[config.mk]
export PLATFORM = sky130hd
export DESIGN_NAME = wdg_top
export DESIGN_NICKNAME = d
export VERILOG_FILES = /design/src/wdg_pkg.sv /design/src/wdg_top.sv /design/src/wdg_pulse.sv
export SDC_FILE = /design/constraint.sdc
export NUM_CORES = 1
export LEC_CHECK = 0
export BUFFER_PORTS_ARGS = -buffer_cell sky130_fd_sc_hd__buf_2
export CORE_MARGIN = 2
export CORE_UTILIZATION = 35
export DETAILED_ROUTE_END_ITERATION = 7
export SETUP_SLACK_MARGIN = 0.4
export SYNTH_ARGS = -nofsm -noshare
export SYNTH_HDL_FRONTEND = slang
export SYNTH_HIERARCHICAL = 1
export SYNTH_SLANG_ARGS = --single-unit
[constraint.sdc]
create_clock -name aclk -period 2.1 [get_ports aclk]
set_input_delay 0.315 -clock aclk [delete_from_list [all_inputs] [get_ports aclk]]
set_output_delay 0.315 -clock aclk [all_outputs]
set_load 0.1 [all_outputs]
[src/wdg_pkg.sv]
// constants, types and register layout for the watchdog down-counter block.
// assumes a 200 MHz aclk that also stands for the oscillator-derived clock and the cpu clock.
//
// Notes on behaviour
// - counter decrements once per 16384 oscillator-derived clock cycles.
// - active watchdog resets the system when count rolls from 40h to 3Fh; the code does so in run mode only, not on the last decrement in halt.
// - activation bit 7 is set only by software, cleared only by reset.
// - control register reads 7Fh after reset.
// - hardware watchdog option forces activation; activation bit then has no effect.
// - halt with interrupt enable and halt-reset option low: one decrement, then frozen.
// - external interrupt leaving halt restarts counting after 256 or 4096 clocks.
// - reset ending halt leaves watchdog disabled unless hardware option set.
// - halt with interrupt enable low and halt-reset option high gives reset.
// - interrupt enable high: halt freezes counter; oscillator/external interrupt resumes at once.
// - reset ending active-halt restarts counting after 256 or 4096 clocks.
// - countdown keeps running while the watchdog is not activated.
// - a watchdog reset holds the reset output low for 500 ns.
// - writing activation set with top counter bit clear resets immediately.
package wdg_pkg;
  // timing
  localparam int CLK_PERIOD_PS = 5000;
  localparam int TICK_PERIOD = 16384; // clocks per decrement
  localparam int RST_PULSE_NS = 500;
  localparam int RST_PULSE_CYC = (RST_PULSE_NS * 1000 + CLK_PERIOD_PS - 1) / CLK_PERIOD_PS;
  localparam int WAKE_SHORT_CYC = 256;
  localparam int WAKE_LONG_CYC = 4096;
  localparam int PRESC_W = 14;
  localparam int WAKE_W = 12;
  localparam int PULSE_W = 8;
  // register indices, byte address is four times the index
  localparam logic [9:0] CTRL_IDX = 10'h02a;
  localparam logic [9:0] CFG_IDX = 10'h02b;
  localparam logic [9:0] STAT_IDX = 10'h02c;
  localparam int ADDR_W = 12;
  // control register layout
  localparam logic [7:0] CTRL_RST = 8'h7f;
  localparam int ACT_BIT = 7;
  localparam int TOP_BIT = 6;
  localparam logic [6:0] CNT_RST = 7'h7f;
  localparam logic [6:0] ROLL_FROM = 7'h40;
  // config register layout
  localparam int OIE_BIT = 0;
  localparam logic CFG_OIE_RST = 1'b0;
  // axi responses
  localparam logic [1:0] RESP_OKAY = 2'h0;
  localparam logic [1:0] RESP_SLVERR = 2'h2;

  // option byte straps, held stable by the system
  typedef struct packed {
    logic long_wake;          // 1: 4096-clock wake delay, 0: 256
    logic hw_watchdog;        // watchdog always active
    logic halt_reset_option;  // halt gives reset when interrupt enable is low
  } opt_t;

  // status register fields, bit 3 downward
  typedef struct packed {
    logic active;      // effective activation
    logic wake_delay;  // waiting before counting resumes
    logic active_halt; // counter frozen in active-halt
    logic halted;      // in halt, last decrement pending or done
  } stat_t;

  typedef enum {
    MODE_RUN,
    MODE_HALT_LAST,
    MODE_HALT,
    MODE_ACTIVE_HALT,
    MODE_WAKE_DELAY
  } mode_t;
endpackage

[src/wdg_top.sv]
// watchdog down-counter with axi4-lite register access and reset pulse output.
// assumes halt_exec, ext_wake and osc_wake are single-cycle strobes from the cpu side.
//
// Our own choice: the AXI4-Lite register port.
`timescale 1ns/1ps
module wdg_top #(
  parameter int TICK_PERIOD = wdg_pkg::TICK_PERIOD // clocks per decrement
) (
  input wire logic aclk, // clock, 200 MHz
  input wire logic aresetn, // synchronous reset, active low
  input wire logic [wdg_pkg::ADDR_W-1:0] awaddr, // write address
  input wire logic awvalid, // write address valid
  output logic awready, // write address ready
  input wire logic [31:0] wdata, // write data
  input wire logic [3:0] wstrb, // write strobes
  input wire logic wvalid, // write data valid
  output logic wready, // write data ready
  output logic [1:0] bresp, // write response
  output logic bvalid, // write response valid
  input wire logic bready, // write response ready
  input wire logic [wdg_pkg::ADDR_W-1:0] araddr, // read address
  input wire logic arvalid, // read address valid
  output logic arready, // read address ready
  output logic [31:0] rdata, // read data
  output logic [1:0] rresp, // read response
  output logic rvalid, // read data valid
  input wire logic rready, // read data ready
  input wire wdg_pkg::opt_t options, // option byte straps
  input wire logic halt_exec, // halt instruction strobe
  input wire logic ext_wake, // external interrupt strobe
  input wire logic osc_wake, // oscillator interrupt strobe
  output logic rst_out_n // system reset request, active low
);
  import wdg_pkg::*;

  logic [PRESC_W-1:0] presc_r;
  logic tick;
  logic [6:0] cnt_r;
  logic act_r;
  logic oie_r;
  mode_t mode_r;
  logic [WAKE_W-1:0] wake_r;
  logic act_eff;
  logic cnt_run;
  logic aw_full_r;
  logic w_full_r;
  logic [ADDR_W-1:0] aw_addr_r;
  logic [7:0] w_byte_r;
  logic w_lane0_r;
  logic bvalid_r;
  logic [1:0] bresp_r;
  logic rvalid_r;
  logic [31:0] rdata_r;
  logic [1:0] rresp_r;
  logic wr_fire;
  logic wr_ctrl;
  logic wr_cfg;
  logic roll_rst;
  logic sw_rst;
  logic halt_rst;
  logic wdg_fire;
  logic [WAKE_W-1:0] wake_sel;
  stat_t stat;
  logic [9:0] aw_idx;
  logic [9:0] ar_idx;

  // free-running prescaler, strobe on every wrap
  always_ff @(posedge aclk) begin
    if (!aresetn) begin
      presc_r <= PRESC_W'(TICK_PERIOD - 1);
    end else if (presc_r == '0) begin
      presc_r <= PRESC_W'(TICK_PERIOD - 1);
    end else begin
      presc_r <= presc_r - 1'b1;
    end
  end

  assign tick = (presc_r == '0);

  // effective activation and counting permission
  assign act_eff = act_r | options.hw_watchdog;
  assign cnt_run = (mode_r == MODE_RUN) || (mode_r == MODE_HALT_LAST);

  // write channel: address and data taken in either order
  assign awready = !aw_full_r && !bvalid_r;
  assign wready = !w_full_r && !bvalid_r;
  assign wr_fire = aw_full_r && w_full_r && !bvalid_r;
  assign aw_idx = aw_addr_r[ADDR_W-1:2];
  assign wr_ctrl = wr_fire && w_lane0_r && (aw_idx == CTRL_IDX);
  assign wr_cfg = wr_fire && w_lane0_r && (aw_idx == CFG_IDX);

  // address and data holding
  always_ff @(posedge aclk) begin
    if (!aresetn) begin
      aw_full_r <= 1'b0;
      w_full_r <= 1'b0;
      aw_addr_r <= '0;
      w_byte_r <= 8'h00;
      w_lane0_r <= 1'b0;
    end else begin
      if (awvalid && awready) begin
        aw_full_r <= 1'b1;
        aw_addr_r <= awaddr;
      end else if (wr_fire) begin
        aw_full_r <= 1'b0;
      end
      if (wvalid && wready) begin
        w_full_r <= 1'b1;
        w_byte_r <= wdata[7:0];
        w_lane0_r <= wstrb[0];
      end else if (wr_fire) begin
        w_full_r <= 1'b0;
      end
    end
  end

  // write response
  always_ff @(posedge aclk) begin
    if (!aresetn) begin
      bvalid_r <= 1'b0;
      bresp_r <= RESP_OKAY;
    end else if (wr_fire) begin
      bvalid_r <= 1'b1;
      if (aw_idx == CTRL_IDX || aw_idx == CFG_IDX || aw_idx == STAT_IDX) begin
        bresp_r <= RESP_OKAY;
      end else begin
        bresp_r <= RESP_SLVERR;
      end
    end else if (bready) begin
      bvalid_r <= 1'b0;
    end
  end

  assign bvalid = bvalid_r;
  assign bresp = bresp_r;

  // read channel, one cycle to data
  assign arready = !rvalid_r;
  assign ar_idx = araddr[ADDR_W-1:2];
  assign stat = '{active: act_eff,
                  wake_delay: mode_r == MODE_WAKE_DELAY,
                  active_halt: mode_r == MODE_ACTIVE_HALT,
                  halted: mode_r == MODE_HALT_LAST || mode_r == MODE_HALT};

  always_ff @(posedge aclk) begin
    if (!aresetn) begin
      rvalid_r <= 1'b0;
      rdata_r <= 32'h0000_0000;
      rresp_r <= RESP_OKAY;
    end else if (arvalid && arready) begin
      rvalid_r <= 1'b1;
      rresp_r <= RESP_OKAY;
      unique case (ar_idx)
        CTRL_IDX: rdata_r <= {24'h00_0000, act_r, cnt_r};
        CFG_IDX: rdata_r <= {31'h0000_0000, oie_r};
        STAT_IDX: rdata_r <= {28'h000_0000, stat};
        default: begin
          rdata_r <= 32'h0000_0000;
          rresp_r <= RESP_SLVERR;
        end
      endcase
    end else if (rready) begin
      rvalid_r <= 1'b0;
    end
  end

  assign rvalid = rvalid_r;
  assign rdata = rdata_r;
  assign rresp = rresp_r;

  // activation: set by software, cleared only by reset
  always_ff @(posedge aclk) begin
    if (!aresetn) begin
      act_r <= CTRL_RST[ACT_BIT];
    end else if (wr_ctrl && w_byte_r[ACT_BIT]) begin
      act_r <= 1'b1;
    end
  end

  // oscillator interrupt enable
  always_ff @(posedge aclk) begin
    if (!aresetn) begin
      oie_r <= CFG_OIE_RST;
    end else if (wr_cfg) begin
      oie_r <= w_byte_r[OIE_BIT];
    end
  end

  // countdown: write load wins over the decrement
  always_ff @(posedge aclk) begin
    if (!aresetn) begin
      cnt_r <= CNT_RST;
    end else if (wr_ctrl) begin
      cnt_r <= w_byte_r[6:0];
    end else if (tick && cnt_run) begin
      cnt_r <= cnt_r - 1'b1;
    end
  end

  // reset causes
  assign roll_rst = tick && (mode_r == MODE_RUN) && !wr_ctrl && act_eff && (cnt_r == ROLL_FROM);
  assign sw_rst = wr_ctrl && (w_byte_r[ACT_BIT] || act_eff) && !w_byte_r[TOP_BIT];
  assign halt_rst = halt_exec && (mode_r == MODE_RUN) && !oie_r && options.halt_reset_option;
  assign wdg_fire = roll_rst || sw_rst || halt_rst;
  assign wake_sel = options.long_wake ? WAKE_W'(WAKE_LONG_CYC - 1) : WAKE_W'(WAKE_SHORT_CYC - 1);

  // power mode sequencing and wake delay
  always_ff @(posedge aclk) begin
    if (!aresetn) begin
      // a reset held for several edges keeps the wake delay armed until release
      if (mode_r == MODE_ACTIVE_HALT || mode_r == MODE_WAKE_DELAY) begin
        mode_r <= MODE_WAKE_DELAY;
        wake_r <= wake_sel;
      end else begin
        mode_r <= MODE_RUN;
        wake_r <= '0;
      end
    end else begin
      unique case (mode_r)
        MODE_RUN: begin
          if (halt_exec && oie_r) begin
            mode_r <= MODE_ACTIVE_HALT;
          end else if (halt_exec && !options.halt_reset_option) begin
            mode_r <= MODE_HALT_LAST;
          end
        end
        MODE_HALT_LAST: begin
          if (ext_wake) begin
            mode_r <= MODE_WAKE_DELAY;
            wake_r <= wake_sel;
          end else if (tick) begin
            mode_r <= MODE_HALT;
          end
        end
        MODE_HALT: begin
          if (ext_wake) begin
            mode_r <= MODE_WAKE_DELAY;
            wake_r <= wake_sel;
          end
        end
        MODE_ACTIVE_HALT: begin
          if (ext_wake || osc_wake) begin
            mode_r <= MODE_RUN;
          end
        end
        MODE_WAKE_DELAY: begin
          if (wake_r == '0) begin
            mode_r <= MODE_RUN;
          end else begin
            wake_r <= wake_r - 1'b1;
          end
        end
      endcase
    end
  end

  // reset pulse stretcher
  wdg_pulse #(
    .LEN(RST_PULSE_CYC)
  ) u_pulse (
    .aclk(aclk),
    .aresetn(aresetn),
    .fire(wdg_fire),
    .pulse_n(rst_out_n)
  );

  // helper: clocks since last prescaler strobe
  logic [PRESC_W-1:0] gap_r;
  always_ff @(posedge aclk) begin
    if (!aresetn || tick) begin
      gap_r <= '0;
    end else begin
      gap_r <= gap_r + 1'b1;
    end
  end
endmodule // wdg_top

[src/wdg_pulse.sv]
// reset pulse stretcher: one fire strobe gives a fixed-length low pulse.
// assumes fire is a clocked strobe; strobes during a pulse are absorbed.
`timescale 1ns/1ps
module wdg_pulse #(
  parameter int LEN = wdg_pkg::RST_PULSE_CYC
) (
  input wire logic aclk, // clock
  input wire logic aresetn, // synchronous reset, active low
  input wire logic fire, // start a pulse
  output logic pulse_n // low while the pulse runs
);
  import wdg_pkg::*;

  logic [PULSE_W-1:0] left_r;
  logic [PULSE_W-1:0] len_r;

  // down-count of remaining low cycles
  always_ff @(posedge aclk) begin
    if (!aresetn) begin
      left_r <= '0;
    end else if (fire && left_r == '0) begin
      left_r <= PULSE_W'(LEN);
    end else if (left_r != '0) begin
      left_r <= left_r - 1'b1;
    end
  end

  assign pulse_n = (left_r == '0);

  // helper: length of the current low phase
  always_ff @(posedge aclk) begin
    if (!aresetn || pulse_n) begin
      len_r <= '0;
    end else begin
      len_r <= len_r + 1'b1;
    end
  end
endmodule // wdg_pulse

# Yosys cells after proc, flatten, opt, wreduce, memory -nomap -nowiden
# Cells that the tools add are included.
# word_totals
ff_bits	136
inputBits	73
out_inout_bits	42
# op_classes
n_addsub	4
eq_ne	23
mux	30
bitwise_logic	2
reduce_logical	59
# ops
cell	n
two-way mux 32 bit	8
one-hot mux 32 bit (5 select lines)	1
== test 32 x 2 -> 1 bit, second input constant	3
== test 32 x 3 -> 1 bit, second input constant	3
zero test 32 bit	2
== test 10 x 6 -> 1 bit, second input constant	6
two-way mux 12 bit	5
== test 32 x 1 -> 1 bit, second input constant	1
== test 32 x 4 -> 1 bit, second input constant	1
two-way mux 7 bit	4
logical AND 1 bit	24
one-hot mux 12 bit (2 select lines)	1
one-hot mux 8 bit (3 select lines)	1
zero test 14 bit	1
subtractor 14 x 1 -> 14 bit, second input constant	1
zero test 12 bit	1
inequality test 3 bit, second input constant	4
nonzero test 2 bit	6
subtractor 12 x 1 -> 12 bit, second input constant	1
logical OR 1 bit	9
zero test 1 bit	8
zero test 8 bit	1
inequality test 4 bit, second input constant	2
nonzero test 8 bit	1
other kinds (13)	23

# Depth between registers and ports, before layout
# depth
ltp_word	12
ltp_mapped	9
depth_no_buf	9

# Modules after synthesis
# Netlist, hierarchy kept.
# modules_own_cells
module	instances	cells_each	area_each_um2	seq_area_each_um2
wdg_top	1	428	3683.5	1571.5
wdg_pulse	1	46	419.2	160.2

# Worst setup path after synthesis
# No wires, ideal clock.
# synth_timing
path_kind	register to register
start	register u_pulse.left_r[3]
end	register u_pulse.left_r[0]
setup_ns	0.117
arrival_time_ns	3.457
t_required_ns	1.983
slack_ns	-1.473
path_stages_with_launch	5
path_buffers	0
period_less_slack_ns	3.573
path_cell_list	dfxtp_1 > or4_4 > nor3_1 > mux2i_1 > nor2_1
# synth_between
elab_chain_len	3
elab_cells_between_ends	4
cone_classes	reduce/logical: 4
# synth_rtl
item	line_no	rtl
start: declaration	wdg_pulse.sv:14	logic [PULSE_W-1:0] left_r;
start signal: assignment	wdg_pulse.sv:22	left_r <= PULSE_W'(LEN);
start signal: assignment	wdg_pulse.sv:24	left_r <= left_r - 1'b1;
zero test 8 bit	--	
net rst_out_n	wdg_top.sv:32	output logic rst_out_n
logical AND 1 bit	wdg_pulse.sv:21	end else if (fire && left_r == '0) begin
OR reduction 2 bit (no line)	--	
# The timed path passes the listed nets, and every way through them passes these cells.
# A chain may end at the register's enable or synchronous reset.

# Worst setup path in the final report
# layout_timing
start	register aw_addr_r[11]
end	register u_pulse.left_r[6]
# layout_between
elab_chain_len	10
elab_cells_between_ends	13
cone_classes	eq/ne: 1; mux: 1; reduce/logical: 11
# layout_rtl
item	line_no	rtl
start: declaration	wdg_top.sv:47	logic [ADDR_W-1:0] aw_addr_r;
start signal: assignment	wdg_top.sv:103	aw_addr_r <= awaddr;
== test 10 x 6 -> 1 bit (*)	wdg_top.sv:89	assign wr_ctrl = wr_fire && w_lane0_r && (aw_idx == CTRL_IDX);
logical AND 1 bit (*)	wdg_top.sv:89	
zero test 1 bit	wdg_top.sv:201	assign roll_rst = tick && (mode_r == MODE_RUN) && !wr_ctrl && act_eff && (cnt_r == ROLL_FROM);
logical AND 1 bit (3 in a row)	wdg_top.sv:201	
logical OR 1 bit (*) (2 in a row)	wdg_top.sv:204	assign wdg_fire = roll_rst || sw_rst || halt_rst;
net wdg_fire	wdg_top.sv:61	logic wdg_fire;
logical AND 1 bit (*)	wdg_pulse.sv:21	
two-way mux 7 bit / nonzero test 2 bit (equally long branches)	--	
# The timed path passes the listed nets; every way through them passes the cells marked *.

==> results.md <==
* Top FF cell, synth: dfxtp_1
* Clk pwr share at 0.263
* Synthesis warning total at 6
* RSZ-0062 raised after global routing: yes
* Row Count at 39
* Mapped cell area at 0.00410 mm^2
* Synth Area in Compound Gates at 0.124
* Slowest stage delay, CP at 530 ps
* CP Cell Sequence: or4b_4, or4_4, or3_4, nand3_4, mux2i_1, nor2_1, o221a_2
* Pre-Repair DR Iteration Count at 4
* Worst vdd ir at 859 uV
* Worst min path class: primary input to flop
* Mean Syn Cell Area at 8.66 um^2
* Pint at 3.83 mW
* Vias in the first global route at 3494
* Critical Path Slowest Stage Cell: or4b_4
* Largest net degree at the start of global routing at 35
* DRC viols at 0
* Synth top area share at 0.312
* Initial DRC count at 158
* MaxCap Viol Count at 0
* Share of cells above drive strength 1 at 0.337
* Synthesized instance count at 474
* Crit Reg-Reg Startpoint: aw_addr_r[11]$_SDFFE_PN0P_
* Setup crit end: u_pulse/left_r[6]$_SDFFE_PN0P_
* Power Density at 1110 mW/mm^2
* Area contributors post-synth: dfxtp_1 (31%), edfxtp_1 (11%), nand2_1 (6.8%), a21oi_1 (5.4%), buf_4 (4.8%)
* Crit path time final at 2230 ps
* Worst slack, placed at -134 ps
* Simple-gate share of the synthesized area at 0.269
* GR Util All Layers at 0.157
* CTS tree: built
* Async SR Flop Fraction at 0
* Most frequent cells in the layout: nand2_1 (74), dfxtp_1 (58), buf_2 (56)
* Die Area at 0.0126 mm^2
* Crit. End Element: flop
* Htree depth at 3
* Family with the most delay on the worst path: simple AND/OR/NAND/NOR gates
* Synth-to-layout area growth at 32.7%
* Fraction of the yosys area taken by sequential cells at 0.422
* Post-synthesis mux area share at 0.0201
* Die H at 112 um
* Violated checks: negative setup slack
* Layout Nets at 649
* R2R depth at 7
* Comb pwr share at 0.388
* Reg clk slew, reported paths at 60 ps
* Post-synth EDFFs at 15
* TritonCTS sink count at 79
* Clock latency at the later pin of the worst-skew pair at 340 ps
* Data required, critical path at 2380 ps
* Root Driver: clkbuf_16
* Sequential power share at 0.349
* Reg-to-Reg End: u_pulse/left_r[6]$_SDFFE_PN0P_
* CTS max path bufs at 2
* Xor/xnor share of the synthesized area at 0.0534
* Buf/Inv on CP at 0
* Global placement routability congestion at 0.838
* Adder-Cell Fraction of Synth Area at 0.0244
* Die W at 112 um
* GRT Residual Overflow at 0
* # IOs at 115
* Sw Share at 0.367
* Critical Path Start: aw_addr_r[11]$_SDFFE_PN0P_
* Starting Density at 0.359
* Sw power at 2.22 mW
* Post-Route WL at 9680 um
* Ant diodes at 0
* Synth Register Bits at 79
* Most common cell after layout, fill and taps aside: nand2_1
* # hold bufs at CTS at 0
* Final setup margin at -126 ps
* Critical path startpoint category: flop
* Final setup viols at 5
* Largest family of logic cells by synthesized area: simple AND/OR/NAND/NOR gates
* Routed WL per cell at 13.5 um
* Hold Vio Cnt, Final at 0
* Total power at 6.06 mW
* Final Skew at 6.45 ps
* Initial antenna violation count at 0
* Via density per instance at 5.09
* Unique cell type count in the Yosys netlist at 63
* Stages on the worst setup path at 7
* Fin crit share at 1.06
* Crit Path Max Fanout at 4
* Dpl hpwl at 6560 um
* Final Max Tran Viols at 0
* Post-DRT Antenna Nets at 0
* Static Leak at 2.21 nW
* Core ar. at 0.0114 mm^2
* Final core occ at 0.477
* Synth area leader: dfxtp_1
* Max Fclk at 0.449 GHz
* Worst EP arrival at 2510 ps
* First-pass GRT wire length at 16200 um
* Total CTS buffers at 9
* CP Class: flop to flop
* Port-buffer cells at 57
* DR vias at 3645
* R2R Setup Slk at -130 ps
* Run status: finished, violations left
[area by class of cell]
cell class	instances	area, um^2
fill	1094	5980
timing repair buffer	104	683
clock buffer	13	293
inverter	19	71.3
multi-input combinational	355	2450
tap	143	179
clock inverter	3	20.0
sequential	79	1740
[sequential cells by signal, indices dropped and copies added, names as in the netlist]
register and flops:
presc_r 14, u_pulse/left_r 8, rvalid 1, oie_r 1, w_byte_r 8, wake_r 12, rdata 8, act_r 1
w_lane0_r 1, rresp 1, bvalid 1, w_full_r 1, aw_full_r 1, mode_r 3, cnt_r 7, aw_addr_r 10
bresp 1
[synthesized netlist by cell type (all sizes together), types with 3 or more instances]
library cell,instances
nand2,74
o2111a,3
nor4,18
a31oi,3
o21ai,4
nor3,25
a32o,3
dfxtp,64
ha,8
nor2,29
clkbuf,20
xnor2,18
nand3b,3
buf,27
inv,18
mux2i,6
nand3,9
and2,7
a22o,3
or4,8
or3,4
nand2b,6
edfxtp,15
or3b,3
nor2b,4
nand4,5
xor2,7
a21oi,44
[worst register-to-register path: cells and delay by family, from the launching register on]
family             cells  cell delay, ps
AOI/OAI and AO/OA      1             180
DFF                    1             320
muxes                  1              80
and+or+nand+nor        5            1580
[per-stage QoR]
step	TNS, ps	area (um^2)	hold WS, ps	instances
after detailed placement	-335	4690	397	675
final	-300	5440	217	716
after CTS	-298	5270	205	708
after floorplan	-333	4320	379	499
after global placement	-228	4690	389	675
after global routing	-652	5440	212	716
[metal layers]
| metal | share of wire | global-route usage | vias up | wire, um |
|---|---|---|---|---|
| met5 | 0 | 0 | - | 0 |
| met4 | 0.016 | 0.0496 | 0 | 159 |
| met3 | 0.042 | 0.0551 | 17 | 404 |
| met2 | 0.49 | 0.265 | 85 | 4750 |
| met1 | 0.45 | 0.188 | 1718 | 4360 |
| li1 | - | - | 1825 | - |
[power groups by stage]
stage | sequential, mW | clock (mW) | combinational, mW
finish | 2.11 | 1.59 | 2.35
floorplan | 2.11 | 0 | 1.41
detailed placement | 2.16 | 0 | 1.77
global placement | 2.15 | 0 | 1.74
global route | 2.15 | 1.71 | 2.52
CTS | 2.10 | 1.64 | 2.12
[how the worst min path moves through the flow]
stage	start	endpoint	cells past startpoint
after detailed placement	presc_r[0]$_SDFF_PP1_	presc_r[0]$_SDFF_PP1_	1
after global routing	awaddr[3]	aw_addr_r[3]$_SDFFE_PN0P_	3
after global placement	presc_r[0]$_SDFF_PP1_	presc_r[0]$_SDFF_PP1_	1
final	awaddr[3]	aw_addr_r[3]$_SDFFE_PN0P_	3
after CTS	awaddr[4]	aw_addr_r[4]$_SDFFE_PN0P_	3
after floorplan	presc_r[0]$_SDFF_PP1_	presc_r[0]$_SDFF_PP1_	1
[timing repair]
action,in CTS,in global routing
cloned,1,0
pin swaps,16,12
resized for setup,31,29
setup buffers,16,8
endpoints found under the setup margin,48,51
[cell families (layout without fill, tap and decap cells)]
family	count (synthesis)	after routing
AO/OA/AOI/OAI	78	79
XOR/XNOR	25	25
adder cells (fa/ha/maj)	8	8
buffers and inverters	66	139
flip-flops	79	79
multiplexers	8	8
other	1	26
AND/OR/NAND/NOR	209	209
No activity file was read; power rests on OpenSTA's default activity.
